## src/cpw_pkg.sv

```systemverilog
// Purpose: constants and types shared by the capture/compare/PWM unit
// Assumes: 8-bit register port, one instruction clock
// Notes: offsets are byte addresses on the register port
//
// Overview of operation
// - One 16-bit word serves as capture, compare or PWM duty word by mode.
// - The 16-bit word is split into low and high 8-bit byte registers.
// - Software reads and writes low byte, high byte and unit control.
// - Capture and compare use the 16-bit timer; PWM uses the period timer.
// - Control bits 5:4 are the duty value's two low bits; unused otherwise.
// - Mode 0100 falling, 0101 rising, 0110 every 4th, 0111 every 16th rise.
// - Compare 1000 drives pin high, 1001 low on match; both set event flag.
// - Compare 1010 sets only the event flag on match, pin untouched.
// - Special event compare resets the 16-bit timer and starts a conversion.
// - Direction bit 2 low drives the pin, high tristates it; all reset high.
// - A capture copies the full 16-bit timer count into the word.
// - Each capture sets the unit event flag.
// - A new capture overwrites the word even if unread.
// - Edge prescaler clears when unit off or not capturing, and at reset.
// - Clearing unit control forces the output latch low.
// - Special event timer reset must not set the timer overflow flag.

package cpw_pkg;

  // ----------------------------------------------------------------
  // register map
  // ----------------------------------------------------------------
  localparam int ADDR_W = 8;
  localparam logic [7:0] OFF_DATA = 8'h07;
  localparam logic [7:0] OFF_FLAG = 8'h0C;
  localparam logic [7:0] OFF_LOW = 8'h15;
  localparam logic [7:0] OFF_HIGH = 8'h16;
  localparam logic [7:0] OFF_CTRL = 8'h17;
  localparam logic [7:0] OFF_DIR = 8'h87;

  localparam logic [7:0] CTRL_RESET = 8'h00;
  localparam logic [7:0] DIR_RESET = 8'hFF;
  localparam logic [7:0] DATA_RESET = 8'h00;
  localparam logic [7:0] CTRL_MASK = 8'h3F;
  localparam logic [7:0] DATA_MASK = 8'h05;
  localparam logic [15:0] WORD_RESET = 16'h0000;

  // ----------------------------------------------------------------
  // field positions
  // ----------------------------------------------------------------
  localparam int MODE_MSB = 3;
  localparam int DUTY_MSB = 5;
  localparam int DUTY_LSB = 4;
  localparam int FLAG_BIT = 2;
  localparam int PIN_BIT = 2;
  localparam int TCLK_BIT = 0;

  // ----------------------------------------------------------------
  // mode field codes
  // ----------------------------------------------------------------
  localparam logic [3:0] MODE_OFF = 4'h0;
  localparam logic [3:0] MODE_CAP_FALL = 4'h4;
  localparam logic [3:0] MODE_CAP_RISE = 4'h5;
  localparam logic [3:0] MODE_CAP_R4 = 4'h6;
  localparam logic [3:0] MODE_CAP_R16 = 4'h7;
  localparam logic [3:0] MODE_CMP_SET = 4'h8;
  localparam logic [3:0] MODE_CMP_CLR = 4'h9;
  localparam logic [3:0] MODE_CMP_SOFT = 4'hA;
  localparam logic [3:0] MODE_CMP_SPEC = 4'hB;
  localparam logic [1:0] MODE_PWM_TOP = 2'h3;
  localparam logic [1:0] MODE_CAP_TOP = 2'h1;
  localparam logic [1:0] MODE_CMP_TOP = 2'h2;

  // prescaler terminal counts for every 4th and every 16th edge
  localparam logic [3:0] PS_LAST_4 = 4'h3;
  localparam logic [3:0] PS_LAST_16 = 4'hF;
  localparam logic [3:0] PS_ZERO = 4'h0;

  typedef enum logic [3:0] {
    CLS_OFF = 4'b0001,
    CLS_CAP = 4'b0010,
    CLS_CMP = 4'b0100,
    CLS_PWM = 4'b1000
  } cpw_cls_t;

endpackage : cpw_pkg

```

## src/cpw_edge_if.sv

```systemverilog
// Purpose: carries synchronised pin edge pulses between unit modules
// Assumes: single clock domain
// Notes: pulses are one clock long

`timescale 1ns/10ps
`default_nettype none

interface cpw_edge_if;
  logic rise;
  logic fall;
  modport src (output rise, output fall);
  modport dst (input rise, input fall);
endinterface : cpw_edge_if

`default_nettype wire

```

## src/cpw_pin_sync.sv

```systemverilog
// Purpose: synchronise the unit pin and detect its edges
// Assumes: pin is asynchronous to clock
// Notes: edge pulses lag the pin by about two clocks

`timescale 1ns/10ps
`default_nettype none

module cpw_pin_sync (
  input wire logic clock,
  input wire logic rst,
  input wire logic pin_in,
  cpw_edge_if.src ev
);
  logic meta;
  logic sync;
  logic last;

  // ----------------------------------------------------------------
  // two-stage synchroniser, then a history stage for edges
  // ----------------------------------------------------------------
  always_ff @(posedge clock) begin
    if (rst) begin
      meta <= 1'b0;
      sync <= 1'b0;
      last <= 1'b0;
    end else begin
      meta <= pin_in;
      sync <= meta;
      last <= sync;
    end
  end

  // one pulse per settled edge
  assign ev.rise = sync & ~last;
  assign ev.fall = ~sync & last;
endmodule : cpw_pin_sync

`default_nettype wire

```

## src/cpw_presc.sv

```systemverilog
// Purpose: capture edge selection and prescaling
// Assumes: edge pulses already synchronised
// Notes: switching between prescaled modes keeps the count

`timescale 1ns/10ps
`default_nettype none

module cpw_presc
  import cpw_pkg::*;
(
  input wire logic clock,
  input wire logic rst,
  input wire logic [3:0] mode,
  cpw_edge_if.dst ev,
  output logic capture_evt
);
  logic [3:0] count;
  logic is_cap;

  assign is_cap = (mode[MODE_MSB:2] == MODE_CAP_TOP);

  always_comb begin
    capture_evt = 1'b0;
    unique case (mode)
      MODE_CAP_FALL: capture_evt = ev.fall;
      MODE_CAP_RISE: capture_evt = ev.rise;
      MODE_CAP_R4: capture_evt = ev.rise && (count == PS_LAST_4);
      MODE_CAP_R16: capture_evt = ev.rise && (count == PS_LAST_16);
      default: capture_evt = 1'b0;
    endcase
  end

  // ----------------------------------------------------------------
  // rising edge counter
  // ----------------------------------------------------------------
  always_ff @(posedge clock) begin
    if (rst || !is_cap) begin
      count <= PS_ZERO;
    end else if (ev.rise) begin
      if (capture_evt) begin
        count <= PS_ZERO;
      end else begin
        count <= count + 4'h1;
      end
    end
  end
endmodule : cpw_presc

`default_nettype wire

```

## src/cpw_unit.sv

```systemverilog
// Purpose: capture/compare/PWM unit with its registers and pin control
// Assumes: timer counts arrive on the same clock; pin is asynchronous
// Notes: register port answers reads one clock after the strobe
//
// The plain strobed port was left to the implementer.

`timescale 1ns/10ps
`default_nettype none

module cpw_unit
  import cpw_pkg::*;
(
  input wire logic clock,
  input wire logic rst,
  input wire logic [ADDR_W-1:0] addr,
  input wire logic [7:0] wr_data,
  input wire logic wr_strobe,
  input wire logic rd_strobe,
  output logic [7:0] rd_data,
  input wire logic [15:0] timer_count,
  output logic timer_reset,
  output logic adc_start,
  input wire logic [9:0] pwm_base,
  input wire logic pwm_restart,
  input wire logic pin_in,
  output logic pin_out,
  output logic pin_oe_n,
  output logic timer_clock_pin_out,
  output logic timer_clock_pin_oe_n,
  output logic unit_event_flag
);
  logic [7:0] unit_control;
  logic [7:0] pin_direction_control;
  logic [7:0] unit_pin_data_register;
  logic [15:0] match_capture_word;
  logic [9:0] duty_latch;
  logic out_latch;
  logic match_q;
  logic cmp_match;
  logic cmp_hit;
  logic capture_evt;
  logic cap_take;
  logic flag_clear;
  logic [3:0] mode;
  logic [9:0] duty_req;
  logic [7:0] next_rd;
  cpw_cls_t cls;

  cpw_edge_if edges ();

  cpw_pin_sync u_sync (
    .clock(clock),
    .rst(rst),
    .pin_in(pin_in),
    .ev(edges.src)
  );

  cpw_presc u_presc (
    .clock(clock),
    .rst(rst),
    .mode(mode),
    .ev(edges.dst),
    .capture_evt(capture_evt)
  );

  // ----------------------------------------------------------------
  // mode decode
  // ----------------------------------------------------------------
  assign mode = unit_control[MODE_MSB:0];
  assign duty_req = {match_capture_word[7:0], unit_control[DUTY_MSB:DUTY_LSB]};

  always_comb begin
    if (mode[MODE_MSB:2] == MODE_PWM_TOP) begin
      cls = CLS_PWM;
    end else if (mode[MODE_MSB:2] == MODE_CMP_TOP) begin
      cls = CLS_CMP;
    end else if (mode[MODE_MSB:2] == MODE_CAP_TOP) begin
      cls = CLS_CAP;
    end else begin
      cls = CLS_OFF;
    end
  end

  // compare fires once per arrival at the match value
  assign cmp_match = (cls == CLS_CMP) && (timer_count == match_capture_word);
  assign cmp_hit = cmp_match && !match_q;
  assign cap_take = (cls == CLS_CAP) && capture_evt;
  assign flag_clear = wr_strobe && (addr == OFF_FLAG) && !wr_data[FLAG_BIT];

  always_ff @(posedge clock) begin
    if (rst) begin
      match_q <= 1'b0;
    end else begin
      match_q <= cmp_match;
    end
  end

  // ----------------------------------------------------------------
  // control, direction and data registers
  // ----------------------------------------------------------------
  always_ff @(posedge clock) begin
    if (rst) begin
      unit_control <= CTRL_RESET;
    end else if (wr_strobe && addr == OFF_CTRL) begin
      unit_control <= wr_data & CTRL_MASK;
    end
  end

  always_ff @(posedge clock) begin
    if (rst) begin
      pin_direction_control <= DIR_RESET;
    end else if (wr_strobe && addr == OFF_DIR) begin
      pin_direction_control <= wr_data;
    end
  end

  always_ff @(posedge clock) begin
    if (rst) begin
      unit_pin_data_register <= DATA_RESET;
    end else if (wr_strobe && addr == OFF_DATA) begin
      unit_pin_data_register <= wr_data & DATA_MASK;
    end
  end

  // ----------------------------------------------------------------
  // match/capture word
  // ----------------------------------------------------------------
  // hardware updates win over a software write in the same cycle
  always_ff @(posedge clock) begin
    if (rst) begin
      match_capture_word <= WORD_RESET;
    end else if (cap_take) begin
      match_capture_word <= timer_count;
    end else begin
      if (wr_strobe && addr == OFF_LOW) begin
        match_capture_word[7:0] <= wr_data;
      end
      if (cls == CLS_PWM && pwm_restart) begin
        match_capture_word[15:8] <= match_capture_word[7:0];
      end else if (wr_strobe && addr == OFF_HIGH) begin
        match_capture_word[15:8] <= wr_data;
      end
    end
  end

  // ----------------------------------------------------------------
  // event flag
  // ----------------------------------------------------------------
  // a new event in the clearing cycle keeps the flag set
  always_ff @(posedge clock) begin
    if (rst) begin
      unit_event_flag <= 1'b0;
    end else if (cap_take || cmp_hit) begin
      unit_event_flag <= 1'b1;
    end else if (flag_clear) begin
      unit_event_flag <= 1'b0;
    end
  end

  // ----------------------------------------------------------------
  // compare / PWM output latch
  // ----------------------------------------------------------------
  always_ff @(posedge clock) begin
    if (rst) begin
      out_latch <= 1'b0;
      duty_latch <= 10'h000;
    end else if (wr_strobe && addr == OFF_CTRL && wr_data == CTRL_RESET) begin
      out_latch <= 1'b0;
    end else if (cls == CLS_OFF) begin
      out_latch <= 1'b0;
    end else if (cls == CLS_PWM) begin
      if (pwm_restart) begin
        duty_latch <= duty_req;
        out_latch <= (duty_req != 10'h000);
      end else if (pwm_base == duty_latch) begin
        out_latch <= 1'b0;
      end
    end else if (cmp_hit && mode == MODE_CMP_SET) begin
      out_latch <= 1'b1;
    end else if (cmp_hit && mode == MODE_CMP_CLR) begin
      out_latch <= 1'b0;
    end
  end

  // ----------------------------------------------------------------
  // special event trigger
  // ----------------------------------------------------------------
  // the timer treats this reset as a reload: no overflow flag follows
  always_ff @(posedge clock) begin
    if (rst) begin
      timer_reset <= 1'b0;
      adc_start <= 1'b0;
    end else begin
      timer_reset <= cmp_hit && (mode == MODE_CMP_SPEC);
      adc_start <= cmp_hit && (mode == MODE_CMP_SPEC);
    end
  end

  // ----------------------------------------------------------------
  // pins
  // ----------------------------------------------------------------
  // a driven pin in capture mode loops its own data back as edges
  always_comb begin
    if (cls == CLS_CMP || cls == CLS_PWM) begin
      pin_out = out_latch;
    end else begin
      pin_out = unit_pin_data_register[PIN_BIT];
    end
  end
  assign pin_oe_n = pin_direction_control[PIN_BIT];
  assign timer_clock_pin_out = unit_pin_data_register[TCLK_BIT];
  assign timer_clock_pin_oe_n = pin_direction_control[TCLK_BIT];

  // ----------------------------------------------------------------
  // register read port
  // ----------------------------------------------------------------
  always_comb begin
    next_rd = 8'h00;
    unique case (addr)
      OFF_CTRL: next_rd = unit_control;
      OFF_DIR: next_rd = pin_direction_control;
      OFF_DATA: next_rd = unit_pin_data_register;
      OFF_LOW: next_rd = match_capture_word[7:0];
      OFF_HIGH: next_rd = match_capture_word[15:8];
      OFF_FLAG: next_rd = {5'h00, unit_event_flag, 2'h0};
      default: next_rd = 8'h00;
    endcase
  end

  always_ff @(posedge clock) begin
    if (rst) begin
      rd_data <= 8'h00;
    end else if (rd_strobe) begin
      rd_data <= next_rd;
    end else begin
      rd_data <= 8'h00;
    end
  end
endmodule : cpw_unit

`default_nettype wire

```

## config.mk

```make
export PLATFORM = sky130hd
export DESIGN_NAME = cpw_unit
export DESIGN_NICKNAME = d
export VERILOG_FILES = /design/src/cpw_pkg.sv /design/src/cpw_edge_if.sv /design/src/cpw_pin_sync.sv /design/src/cpw_presc.sv /design/src/cpw_unit.sv
export SDC_FILE = /design/constraint.sdc
export NUM_CORES = 1
export LEC_CHECK = 0
export ABC_AREA = 1
export BUFFER_PORTS_ARGS = -buffer_cell sky130_fd_sc_hd__buf_2
export CORE_ASPECT_RATIO = 1.75
export CORE_UTILIZATION = 25
export DETAILED_ROUTE_END_ITERATION = 16
export HOLD_SLACK_MARGIN = 0.08
export PLACE_DENSITY_LB_ADDON = 0.08
export SLEW_MARGIN = 20
export SYNTH_ARGS = -nofsm -noshare
export SYNTH_HDL_FRONTEND = slang
export SYNTH_SLANG_ARGS = --single-unit
```

## constraint.sdc

```tcl
create_clock -name clock -period 1.9 [get_ports clock]
set_input_delay 0.38 -clock clock [delete_from_list [all_inputs] [get_ports clock]]
set_output_delay 0.38 -clock clock [all_outputs]
set_load 0.02 [all_outputs]
```

# Yosys cells after proc, flatten, opt, wreduce, memory -nomap -nowiden
# Index checks and enable logic that the tools add are counted.
# classes
addsub,1
eq_ne,25
mux,18
n_bitwise,7
n_reduce_logical,33
# op_table
op,count
$pmux W8 S6,1
$eq A8 B5 Y1 const B,3
$mux W8,3
$eq A4 B3 Y1 const B,5
$eq A4 B4 Y1 const B,5
$logic_and A1 B1 Y1,17
$eq A16 B16 Y1,1
$mux W16,1
$eq A10 B10 Y1,1
$reduce_bool A10 Y1,1
$eq A4 B2 Y1 const B,2
$eq A8 B3 Y1 const B,1
$eq A8 B4 Y1 const B,1
$eq A8 B8 Y1 const B,1
$logic_not A8 Y1,1
$mux W1,8
$mux W4,2
$reduce_bool A3 Y1,2
$not A1 Y1,5
$add A4 B1 Y4 const B,1
$eq A2 B2 Y1 const B,2
$eq A4 B1 Y1 const B,1
$pmux W1 S4,1
$reduce_and A4 Y1,1
other kinds (11),17
# word_totals
reg_bits,61
inputBits,48
output_inout_bits,15
word_cells,99

# Depth between registers and ports, before layout
# Gate-level depths: netlist of run 1.
# logic_depth
depth_word,11
mapped_depth,14
mapped_depth_nobuf,14

# Modules after synthesis
# A second synthesis of run 1 with hierarchy kept.
# unflattened
hier_cells,498
hier_area_um2,3384.5
# modules_own_cells
mod,n_inst,cells_each,area_each_um2,seq_area_each_um2
cpw_unit,1,440,3024.2,1081.0
cpw_presc,1,46,266.5,80.1
cpw_pin_sync,1,12,93.8,60.1

# Worst setup path after synthesis of run 1
# OpenSTA, ideal clock, no wires.
# synth_timing
path_type,in2reg
from,input port addr[2]
to,register duty_latch[3]
setup_ps,121
arrival_ps,1436
required_ps,1779
setup_slack_ps,343
stages,10
path_buffers,1
cell_sequence,inv_1 > nor2_4 > nand3_4 > nor2_8 > nand2_4 > nor3b_4 > nor2_2 > buf_6 > o21ai_1 > a21oi_1
# synth_between
elab_chain_cells,5
# synth_rtl
element,line,rtl
"start, declared",cpw_unit.sv:15,"input wire logic [ADDR_W-1:0] addr,"
$eq A8 B5 Y1,cpw_unit.sv:167,end else if (wr_strobe && addr == OFF_CTRL && wr_data == CTRL_RESET) begin
$logic_and A1 B1 Y1 (2 in a row),cpw_unit.sv:167,
$not A1 Y1 (no source line),--,
$reduce_and A4 Y1 (no source line),--,
"end signal, assigned",cpw_unit.sv:173,duty_latch <= duty_req;
"end, declared",cpw_unit.sv:36,logic [9:0] duty_latch;
# Every way passes these cells.
# A chain may end at the register's enable or synchronous reset.

# Worst setup path after layout of run 1
# layout_timing
from,register u_presc.count[0]
to,register match_capture_word[11]
# layout_between
elab_chain_cells,5
elab_cells_between_ends,8
cone_classes,eq/ne: 2; mux: 2; reduce/logical: 4
# layout_rtl
element,line,rtl
"start, declared",cpw_presc.sv:17,logic [3:0] count;
"start signal, assigned",cpw_presc.sv:43,count <= count + 4'h1;
$eq A4 B4 Y1 or $eq A4 B2 Y1 (tied branches),"cpw_presc.sv:28, cpw_presc.sv:27",
"$logic_and A1 B1 Y1, on equally long branches","cpw_presc.sv:28, cpw_presc.sv:27",
$pmux W1 S4 *,cpw_presc.sv:24,unique case (mode)
$logic_and A1 B1 Y1 *,cpw_unit.sv:87,assign cap_take = (cls == CLS_CAP) && capture_evt;
$reduce_bool A3 Y1 (no source line) or $mux W16 (tied branches),--,
"end signal, assigned",cpw_unit.sv:133,match_capture_word <= timer_count;
"end signal, assigned",cpw_unit.sv:139,match_capture_word[15:8] <= match_capture_word[7:0];
"end signal, assigned",cpw_unit.sv:141,match_capture_word[15:8] <= wr_data;
"end, declared",cpw_unit.sv:35,logic [15:0] match_capture_word;
# Every way passes the cells marked *; elsewhere a longest branch is shown, timed or not.

==> impl_metrics.yaml, run 1 <==
cts:
  cts_tree: "built"
  clkTransAtPathRegs_ns: 0.06
  cts_root_buf: "clkbuf_16"
  clk_latency_ns: 0.33
  cts_inserted_buffers: 9
  cts.path.max_buffers: 2
  clock_sinks: 61
  ctsHtreeMaxLevel: 3
sta:
  period_minus_slack_ns: 1.73
  timing_worst_slew_pin_value_ns: 0.774
  setup_viol: 0
  rsz0062_at_grt: "false"
  maxSlewViolCount: 0
  tns_ns: 0
  finalCritPeriodShare: 0.909
  fmax_mhz: 579
  max_slew_margin: 0.484
  skew_ns: 0.00990
  finalHoldViolations: 0
  whs_ns: 0.266
  layout_setup_ws_ns: 0.173
floorplanning:
  io_pins: 63
  dieHeight_um: 157
  dieWidth_um: 90.4
  rows: 56
  initial_core_util: 0.255
  dieArea_um2: 14200
  core_area_um2: 13400
route:
  via_per_inst: 4.70
  vias: 3592
  routed_wirelength_um: 12900
  postRouteAntennaNets: 0
  drc_errors: 0
  wl_per_cell_um: 16.9
  firstDrtPassIters: 4
  drt_iter0_drc: 174
place:
  dp_hpwl_um: 10200
  place_ws_ns: -0.0212
  io_buffers: 62
  gp_congestion: 0.851
synthesis:
  synth_seq_area_share: 0.358
  synthArstFlopShare: 0
  syn_area_per_cell_um2: 6.87
  synth_top_area_share: 0.358
  syn_inst: 497
  syn_area_um2: 3420
  synth.distinct_cells: 46
  synth_fp_nets: 546
  yosys_warnings: 0
  yosys.area.top_type: "dfxtp_1"
  synth_edf_count: 0
  synth_flop_cell: "dfxtp_1"
  ys_ff_latch: 61
  synth.area.top_cells: "dfxtp_1, nand2_1, inv_1, o21ai_0, nor2_1"
pwr:
  swShare: 0.245
  ir_worst_vdd_mv: 0.360
  power.density_nw_per_um2: 695
  power_mw: 3.08
  switching_power_mw: 0.754
  pwr-share-clk: 0.504
  internal_power_mw: 2.32
  combPwrFrac: 0.078
  sequentialPowerShare: 0.418
  leakagePower_nw: 2.00
final_layout:
  layout-drive-gt1-share: 0.245
  area_delta_synth_final_pct: 29.6
  postLayoutCoreUtil: 0.331
  mostFrequentLayoutCell: "nand2_1"
  diodes: 0
  fillers: 1488
  final_cell_mix: "nand2_1, inv_1, buf_2"
  nNetsFinal: 635
setup_path:
  end_kind: "register"
  path_max_fanout: 8
  crit_type: "reg2reg"
  cp.arrival_ns: 1.94
  critPathRequiredTime_ns: 2.12
  startpoint_type: "register"
grt:
  grt_max_degree: 32
  grt_first_pass_wirelength_um: 20100
  grt_pass1_vias: 3700
  antenna_found_initial: 0
  grt_usage: 0.193
  grt_overflow_total: 0
min_path:
  hold_path.class: "in2reg"
status:
  status: "complete, no violations"
run:
  cap_violations: 0
per-stage QoR:
| stage | instance area (um2) | cells |
|---|---|---|
| after detailed placement | 4060 | 745 |
| final | 4430 | 765 |
| after global placement | 4060 | 745 |
| after floorplan | 3420 | 497 |
| after CTS | 4360 | 761 |
| after global routing | 4430 | 765 |
timing repair:
item,in CTS,in global routing
gates resized for setup,1,9
endpoints found under the setup margin,1,11
pin swaps,0,6
gates cloned,0,1
setup buffers,0,3
hold buffers,0,0
metal layers:
metal / wire [um] / GRT usage / up-vias
met5: 0 / 0 / -
met4: 657 / 0.121 / 0
met3: 390 / 0.0296 / 27
met2: 6790 / 0.360 / 92
met1: 5090 / 0.200 / 1662
li1: - / - / 1811
registers in the layout, indices dropped and copies added, names as in the netlist:
signal and flops:
match_capture_word 16, duty_latch 10, pin_direction_control 8, rd_data 8, unit_control 6, u_presc.count 4
unit_pin_data_register 2, adc_start 1, match_q 1, out_latch 1, u_sync.last 1, u_sync.meta 1
u_sync.sync 1, unit_event_flag 1
cells by family after synthesis:
kind of cell | share of synthesized area
AO/OA/AOI/OAI | 0.206
XOR/XNOR | 0.0333
adder cells (fa/ha/maj) | 0.00366
buffers and inverters | 0.109
flip-flops | 0.358
AND/OR/NAND/NOR | 0.290
power by group through the flow:
stage	clock network (mW)	logic (mW)	registers (mW)
5_1_grt	1.67	0.264	1.29
3_5_place_dp	0	0.239	1.31
2_1_floorplan	0	0.104	1.31
3_3_place_gp	0	0.239	1.31
4_1_cts	1.61	0.240	1.29
6_report	1.55	0.239	1.29
worst max-delay path, cell delays in order (launching register included):
cell and delay (ns):
dfxtp_2 0.35, ha_1 0.14, inv_1 0.04, nor2_2 0.09, nand3b_1 0.13, nand3_2 0.12, nand3_4 0.10, buf_4 0.18
nand2_2 0.09, clkinvlp_4 0.19, nor2_1 0.14, nor2_1 0.05
cell usage after synthesis, types with 3 or more instances:
cell type,n
a221oi_1,3
inv_2,3
xnor2_1,8
or2_2,4
o21ai_1,14
buf_6,3
a21oi_1,33
buf_4,3
nor4_1,4
o21ai_0,51
dfxtp_1,61
o211ai_1,4
buf_2,3
nor3_1,4
inv_1,70
a211oi_1,3
clkbuf_1,4
nor2_2,4
nand4_1,7
xor2_1,5
o22ai_1,8
o21ai_2,3
nor2_1,55
nand3_1,15
nand2_1,98
final cells by class:
type	instances	area, um2	share of cell area
Clock buffer	11	253	0.0571
Clock inverter	5	35.0	0.00791
Inverter	74	282	0.0636
Multi-Input combinational cell	347	1840	0.416
Sequential cell	61	1230	0.277
Tap cell	174	218	0.0492
Timing Repair Buffer	93	573	0.129
path summary, 6_finish.rpt:
path,slack [ns],to,startpoint,depth (start not counted)
hold / removal,0.27,u_sync.meta$_SDFF_PP0_,pin_in,3
setup reg to reg,0.17,match_capture_word[11]$_SDFFE_PP0P_,u_presc.count[0]$_SDFFE_PP0P_,11
setup / recovery,0.17,match_capture_word[11]$_SDFFE_PP0P_,u_presc.count[0]$_SDFFE_PP0P_,11
hold reg to reg,0.41,u_sync.sync$_SDFF_PP0_,u_sync.meta$_SDFF_PP0_,2
Power figures use the tool's default switching activity.
==> run 2, diff against run 1 <==
CELL_PAD_IN_SITES_DETAIL_PLACEMENT = 0   (was default)
CELL_PAD_IN_SITES_GLOBAL_PLACEMENT = 1   (was default)
CTS_CLUSTER_SIZE = 25   (was default)
==> run 2 against run 1 <==
Register-to-register slack barely moved. Global-route usage shrank 0.27 points. Routed wire length barely moved. Fmax is 0.29% lower. Clock-buffer cell count is 1 lower. Cell area fell by 0.62%. Core utilization fell by 0.21 points. Die area unchanged. Critical path depth is the same. Critical endpoint is now match_capture_word[8]$_SDFFE_PP0P_. Hold slack got worse by 0.022 ns.
==> impl_metrics.yaml, run 2 (synthesis gave the netlist of run 1 again) <==
cts:
  cts.path.max_buffers: 2
  clock_sinks: 61
  ctsHtreeMaxLevel: 3
  cts_tree: "built"
  cts_inserted_buffers: 9
  clkTransAtPathRegs_ns: 0.06
  cts_setup_buffers: 0
  cts_root_buf: "clkbuf_16"
  holdBufCountCts: 0
  clk_latency_ns: 0.34
  ctsResizeCount: 0
final_layout:
  ff_latch_area_um2: 1220
  final_cell_mix: "nand2_1, inv_1, buf_2"
  area_delta_synth_final_pct: 28.8
  fillers: 1525
  mostFrequentLayoutCell: "nand2_1"
  largest_register: "match_capture_word"
  multiInputGateArea_um2: 1830
  diodes: 0
  largest_register_ffs: 16
  nNetsFinal: 633
  layout-drive-gt1-share: 0.229
  reg.largest.list: "match_capture_word: 16 flops, duty_latch: 10 flops"
setup_path:
  path_max_fanout: 31
  critPathTopFamily: "simple AND/OR/NAND/NOR gates"
  slowest_stage: "dfxtp_1"
  cp.arrival_ns: 1.96
  end_kind: "register"
  crit_buf_inv: 3
  crit_chain: "ha_1 -> inv_1 -> nor2_2 -> nand3b_1 -> nand3_1 -> nand3_4 -> inv_2 -> buf_12 -> o21ai_0 -> nor2_1 -> nor2_1"
  slowest_delay_ns: 0.37
  startpoint_type: "register"
  crit_type: "reg2reg"
  critPathRequiredTime_ns: 2.13
  crit_top_cell: "nor2_1"
min_path:
  hold_path.class: "in2reg"
pwr:
  ir_worst_vdd_mv: 0.375
  internal_power_mw: 2.43
  sequentialPowerShare: 0.399
  pwr-share-clk: 0.528
  power_mw: 3.22
  combPwrFrac: 0.072
  swShare: 0.245
  leakagePower_nw: 2.00
  switching_power_mw: 0.790
  power.density_nw_per_um2: 732
floorplanning:
  dieWidth_um: 90.4
  dieHeight_um: 157
  rows: 56
  core_area_um2: 13400
  initial_core_util: 0.255
  dieArea_um2: 14200
  io_pins: 63
place:
  dp_hpwl_um: 10400
  io_buffers: 62
  gp_congestion: 0.822
run:
  cap_violations: 0
sta:
  setup_viol: 0
  skew_ns: 0.00521
  fmax_mhz: 577
  whs_ns: 0.244
  period_minus_slack_ns: 1.73
  finalHoldViolations: 0
  timing_worst_slew_pin_value_ns: 0.429
  max_slew_margin: 0.713
  finalCritPeriodShare: 0.911
  maxSlewViolCount: 0
route:
  drc_errors: 0
  firstDrtPassIters: 5
  routed_wirelength_um: 12900
  wl_per_cell_um: 17.0
  drt_iter0_drc: 203
  postRouteAntennaNets: 0
  via_per_inst: 4.63
  vias: 3535
status:
  status: "complete, no violations"
grt:
  grt_first_pass_wirelength_um: 19700
  grt_usage: 0.190
  grt_pass1_vias: 3447
  grt_max_degree: 32
  antenna_found_initial: 0
  grt_overflow_total: 0
run 2: changes by cell type in the layout (fill, tap and decap cells not counted), sizes merged:
cell | before | now
clkinvlp | 5 | 1
inv | 72 | 75
clkbuf | 12 | 10
buf | 92 | 91
bufinv | 0 | 1
clkinv | 2 | 3
run 2: area by class of cell:
| type | instances | area share |
|---|---|---|
| well taps | 174 | 0.0495 |
| inverters | 74 | 0.0631 |
| multi-input cells | 347 | 0.417 |
| clock inverters | 6 | 0.0156 |
| clock buffers | 10 | 0.0543 |
| flip-flops and latches | 61 | 0.278 |
| repair buffers | 91 | 0.123 |
run 2: tightest hold or removal path, stage by stage:
cell and delay, ns:
buf_2 0.07, inv_1 0.03, nor2_1 0.06
run 2: power by group through the flow:
| stage | Sequential (mW) | Combinational (mW) | Clock (mW) |
|---|---|---|---|
| finish | 1.29 | 0.233 | 1.70 |
| detailed placement | 1.31 | 0.236 | 0 |
| global route | 1.29 | 0.259 | 1.79 |
| global placement | 1.31 | 0.238 | 0 |
| CTS | 1.29 | 0.237 | 1.75 |
| floorplan | 1.31 | 0.104 | 0 |
run 2: per-stage QoR:
step                      TNS [ns]  utilization  instances  area [um2]  worst slack (ns)
after detailed placement         0        0.305        747        4080            0.0734
after global routing       -0.0210        0.329        763        4400           -0.0210
after global placement           0        0.305        747        4080            0.0979
after floorplan                  0            -        497        3420             0.343
after CTS                        0        0.328        763        4390             0.113
final                            0        0.329        763        4400             0.168
run 2: path summary, 6_finish.rpt:
kind,end,cells after the start,slack [ns],startpoint
worst min register to register,u_sync.sync$_SDFF_PP0_,2,0.40,u_sync.meta$_SDFF_PP0_
worst max register to register,match_capture_word[8]$_SDFFE_PP0P_,11,0.17,u_presc.count[0]$_SDFFE_PP0P_
worst min-delay path,u_sync.meta$_SDFF_PP0_,3,0.24,pin_in
worst max-delay path,match_capture_word[8]$_SDFFE_PP0P_,11,0.17,u_presc.count[0]$_SDFFE_PP0P_
run 2: routing by layer:
| metal | global-route usage | up-vias | share of wire |
|---|---|---|---|
| met4 | 0.0829 | 0 | 0.025 |
| li1 | - | 1807 | - |
| met2 | 0.353 | 88 | 0.54 |
| met3 | 0.0248 | 17 | 0.030 |
| met5 | 0 | - | 0 |
| met1 | 0.215 | 1623 | 0.40 |
==> run 3, diff against run 2 <==
RECOVER_POWER = 50   (was default)
==> run 3 against run 2 <==
Clock skew about the same. Global-route usage unchanged. Fmax is 0.20% lower. Register-to-register slack is essentially flat. Clock-buffer cell count stayed put. Cell area down 1.1%. Largest power group unchanged. Final cell count stayed put. Hold slack lost 0.0017 ns.
==> impl_metrics.yaml, run 3 (synthesis gave the netlist of run 1 again) <==
status:
  status: "complete, no violations"
sta:
  skew_ns: 0.00547
  finalHoldViolations: 0
  fmax_mhz: 576
  setup_viol: 0
  maxSlewViolCount: 0
  max_slew_margin: 0.603
  tns_ns: 0
  period_minus_slack_ns: 1.74
  whs_ns: 0.242
  finalCritPeriodShare: 0.913
  timing_worst_slew_pin_value_ns: 0.595
route:
  routed.top_layer: "met4"
  firstDrtPassIters: 4
  routed_wirelength_um: 13000
  wl_per_cell_um: 17.0
  wl_met3_um: 409
  drt_iter0_drc: 197
  vias: 3534
  drc_errors: 0
  wl_met2_um: 7010
  via_per_inst: 4.63
  drt-met1-wl_um: 5250
  postRouteAntennaNets: 0
final_layout:
  ff_latch_area_um2: 1220
  reg.largest.list: "match_capture_word: 16 flops, duty_latch: 10 flops"
  final_cell_mix: "nand2_1, inv_1, dfxtp_1"
  nNetsFinal: 633
  area_delta_synth_final_pct: 27.4
  mostFrequentLayoutCell: "nand2_1"
  final_area_um2: 4350
  diodes: 0
  multiInputGateArea_um2: 1820
  largest_register_ffs: 16
  fillers: 1537
  layout-drive-gt1-share: 0.192
  largest_register: "match_capture_word"
cts:
  cts_tree: "built"
  clk_latency_ns: 0.34
  clkTransAtPathRegs_ns: 0.06
  ctsHtreeMaxLevel: 3
  cts_root_buf: "clkbuf_16"
  clock_sinks: 61
  cts_inserted_buffers: 9
  cts.path.max_buffers: 2
pwr:
  switching_power_mw: 0.793
  power.density_nw_per_um2: 741
  ir_worst_vdd_mv: 0.378
  swShare: 0.246
  sequentialPowerShare: 0.399
  combPwrFrac: 0.071
  pwr-share-clk: 0.530
  leakagePower_nw: 1.92
  internal_power_mw: 2.43
floorplanning:
  rows: 56
  core_area_um2: 13400
  dieWidth_um: 90.4
  io_pins: 63
  dieArea_um2: 14200
  dieHeight_um: 157
  initial_core_util: 0.255
setup_path:
  regToRegStartpoint: "u_presc.count[0]$_SDFFE_PP0P_"
  crit_chain: "ha_1 -> inv_1 -> nor2_2 -> nand3b_1 -> nand3_1 -> nand3_4 -> inv_2 -> buf_12 -> o21ai_0 -> nor2_1 -> nor2_1"
  startpoint_type: "register"
  r2r_setup_slack_ns: 0.16
  crit_path_start: "u_presc.count[0]$_SDFFE_PP0P_"
  path_max_fanout: 31
  crit_type: "reg2reg"
  cp-endpoint: "match_capture_word[8]$_SDFFE_PP0P_"
  crit_top_cell: "nor2_1"
  cp.arrival_ns: 1.96
  crit_buf_inv: 3
  slowest_delay_ns: 0.37
  critPathRequiredTime_ns: 2.13
  cp.depth: 11
  critPathTopFamily: "simple AND/OR/NAND/NOR gates"
  r2r_cells: 11
  slowest_stage: "dfxtp_1"
  end_kind: "register"
  reg2reg_to: "match_capture_word[8]$_SDFFE_PP0P_"
grt:
  grt_usage: 0.190
  grt_first_pass_wirelength_um: 19700
  grt_overflow_total: 0
  antenna_found_initial: 0
  grt_max_degree: 32
  grt_pass1_vias: 3447
min_path:
  hold_path.class: "in2reg"
run:
  cap_violations: 0
place:
  io_buffers: 62
  dp_hpwl_um: 10400
  post_dp_cell_area_um2: 4080
  gp_congestion: 0.822
run 3: cell types whose count changed in the layout (fill, tap and decap cells not counted):
cell      change
inv_2         -1
nand2_4       -1
nor2_2        -1
inv_1         +1
nand2_1       +1
buf_4         -4
nor2_1        +2
nor2_4        -1
clkbuf_1     +18
buf_2        -14
run 3: cell type report:
type                    instances  share of cell area
clock buffers                  10              0.0549
clock inverters                 6              0.0158
inverters                      74              0.0638
multi-input cells             347               0.418
flip-flops and latches         61               0.281
well taps                     174              0.0500
repair buffers                 91               0.117
run 3: how the worst min path moves through the flow:
stage                      startpoint                endpoint  slack, ns  cells past startpoint
2_1_floorplan  u_sync.meta$_SDFF_PP0_  u_sync.sync$_SDFF_PP0_       0.39                      2
3_3_place_gp   u_sync.meta$_SDFF_PP0_  u_sync.sync$_SDFF_PP0_       0.40                      2
3_5_place_dp   u_sync.meta$_SDFF_PP0_  u_sync.sync$_SDFF_PP0_       0.40                      2
4_1_cts                        pin_in  u_sync.meta$_SDFF_PP0_       0.24                      3
5_1_grt                        pin_in  u_sync.meta$_SDFF_PP0_       0.26                      3
6_report                       pin_in  u_sync.meta$_SDFF_PP0_       0.24                      3
run 3: worst reg2reg max path, delay by kind of cell, from the launching register on:
family          cells  cell delay (ns)
simple gates        6             0.66
flops               1             0.37
buf+inv             3             0.34
fa+ha+maj           1             0.16
compound gates      1             0.11
run 3: metrics by stage:
stage / setup slack [ns] / instances / power [mW] / util
floorplan: 0.343 / 497 / 1.42 / -
global placement: 0.0979 / 747 / 1.55 / 0.305
detailed placement: 0.0734 / 747 / 1.55 / 0.305
CTS: 0.113 / 763 / 3.27 / 0.328
global route: -0.0210 / 763 / 3.33 / 0.325
finish: 0.165 / 763 / 3.22 / 0.325
run 3: what timing repair did:
item / in CTS / in global routing
setup buffers: 0 / 0
endpoints found under the setup margin: 0 / 5
resized for setup: 0 / 3
hold endpoints to repair: 0 / 0
hold buffers: 0 / 0
run 3: power groups by stage:
| stage | registers, mW | clock network, mW | logic, mW |
|---|---|---|---|
| after CTS | 1.29 | 1.75 | 0.237 |
| after global placement | 1.31 | 0 | 0.238 |
| after detailed placement | 1.31 | 0 | 0.236 |
| after floorplan | 1.31 | 0 | 0.104 |
| after global routing | 1.29 | 1.79 | 0.255 |
| final | 1.29 | 1.71 | 0.230 |
run 3: layer usage:
metal / GRT usage / vias up
met5: 0 / -
met4: 0.0829 / 0
li1: - / 1805
met1: 0.215 / 1622
met3: 0.0248 / 19
met2: 0.353 / 88
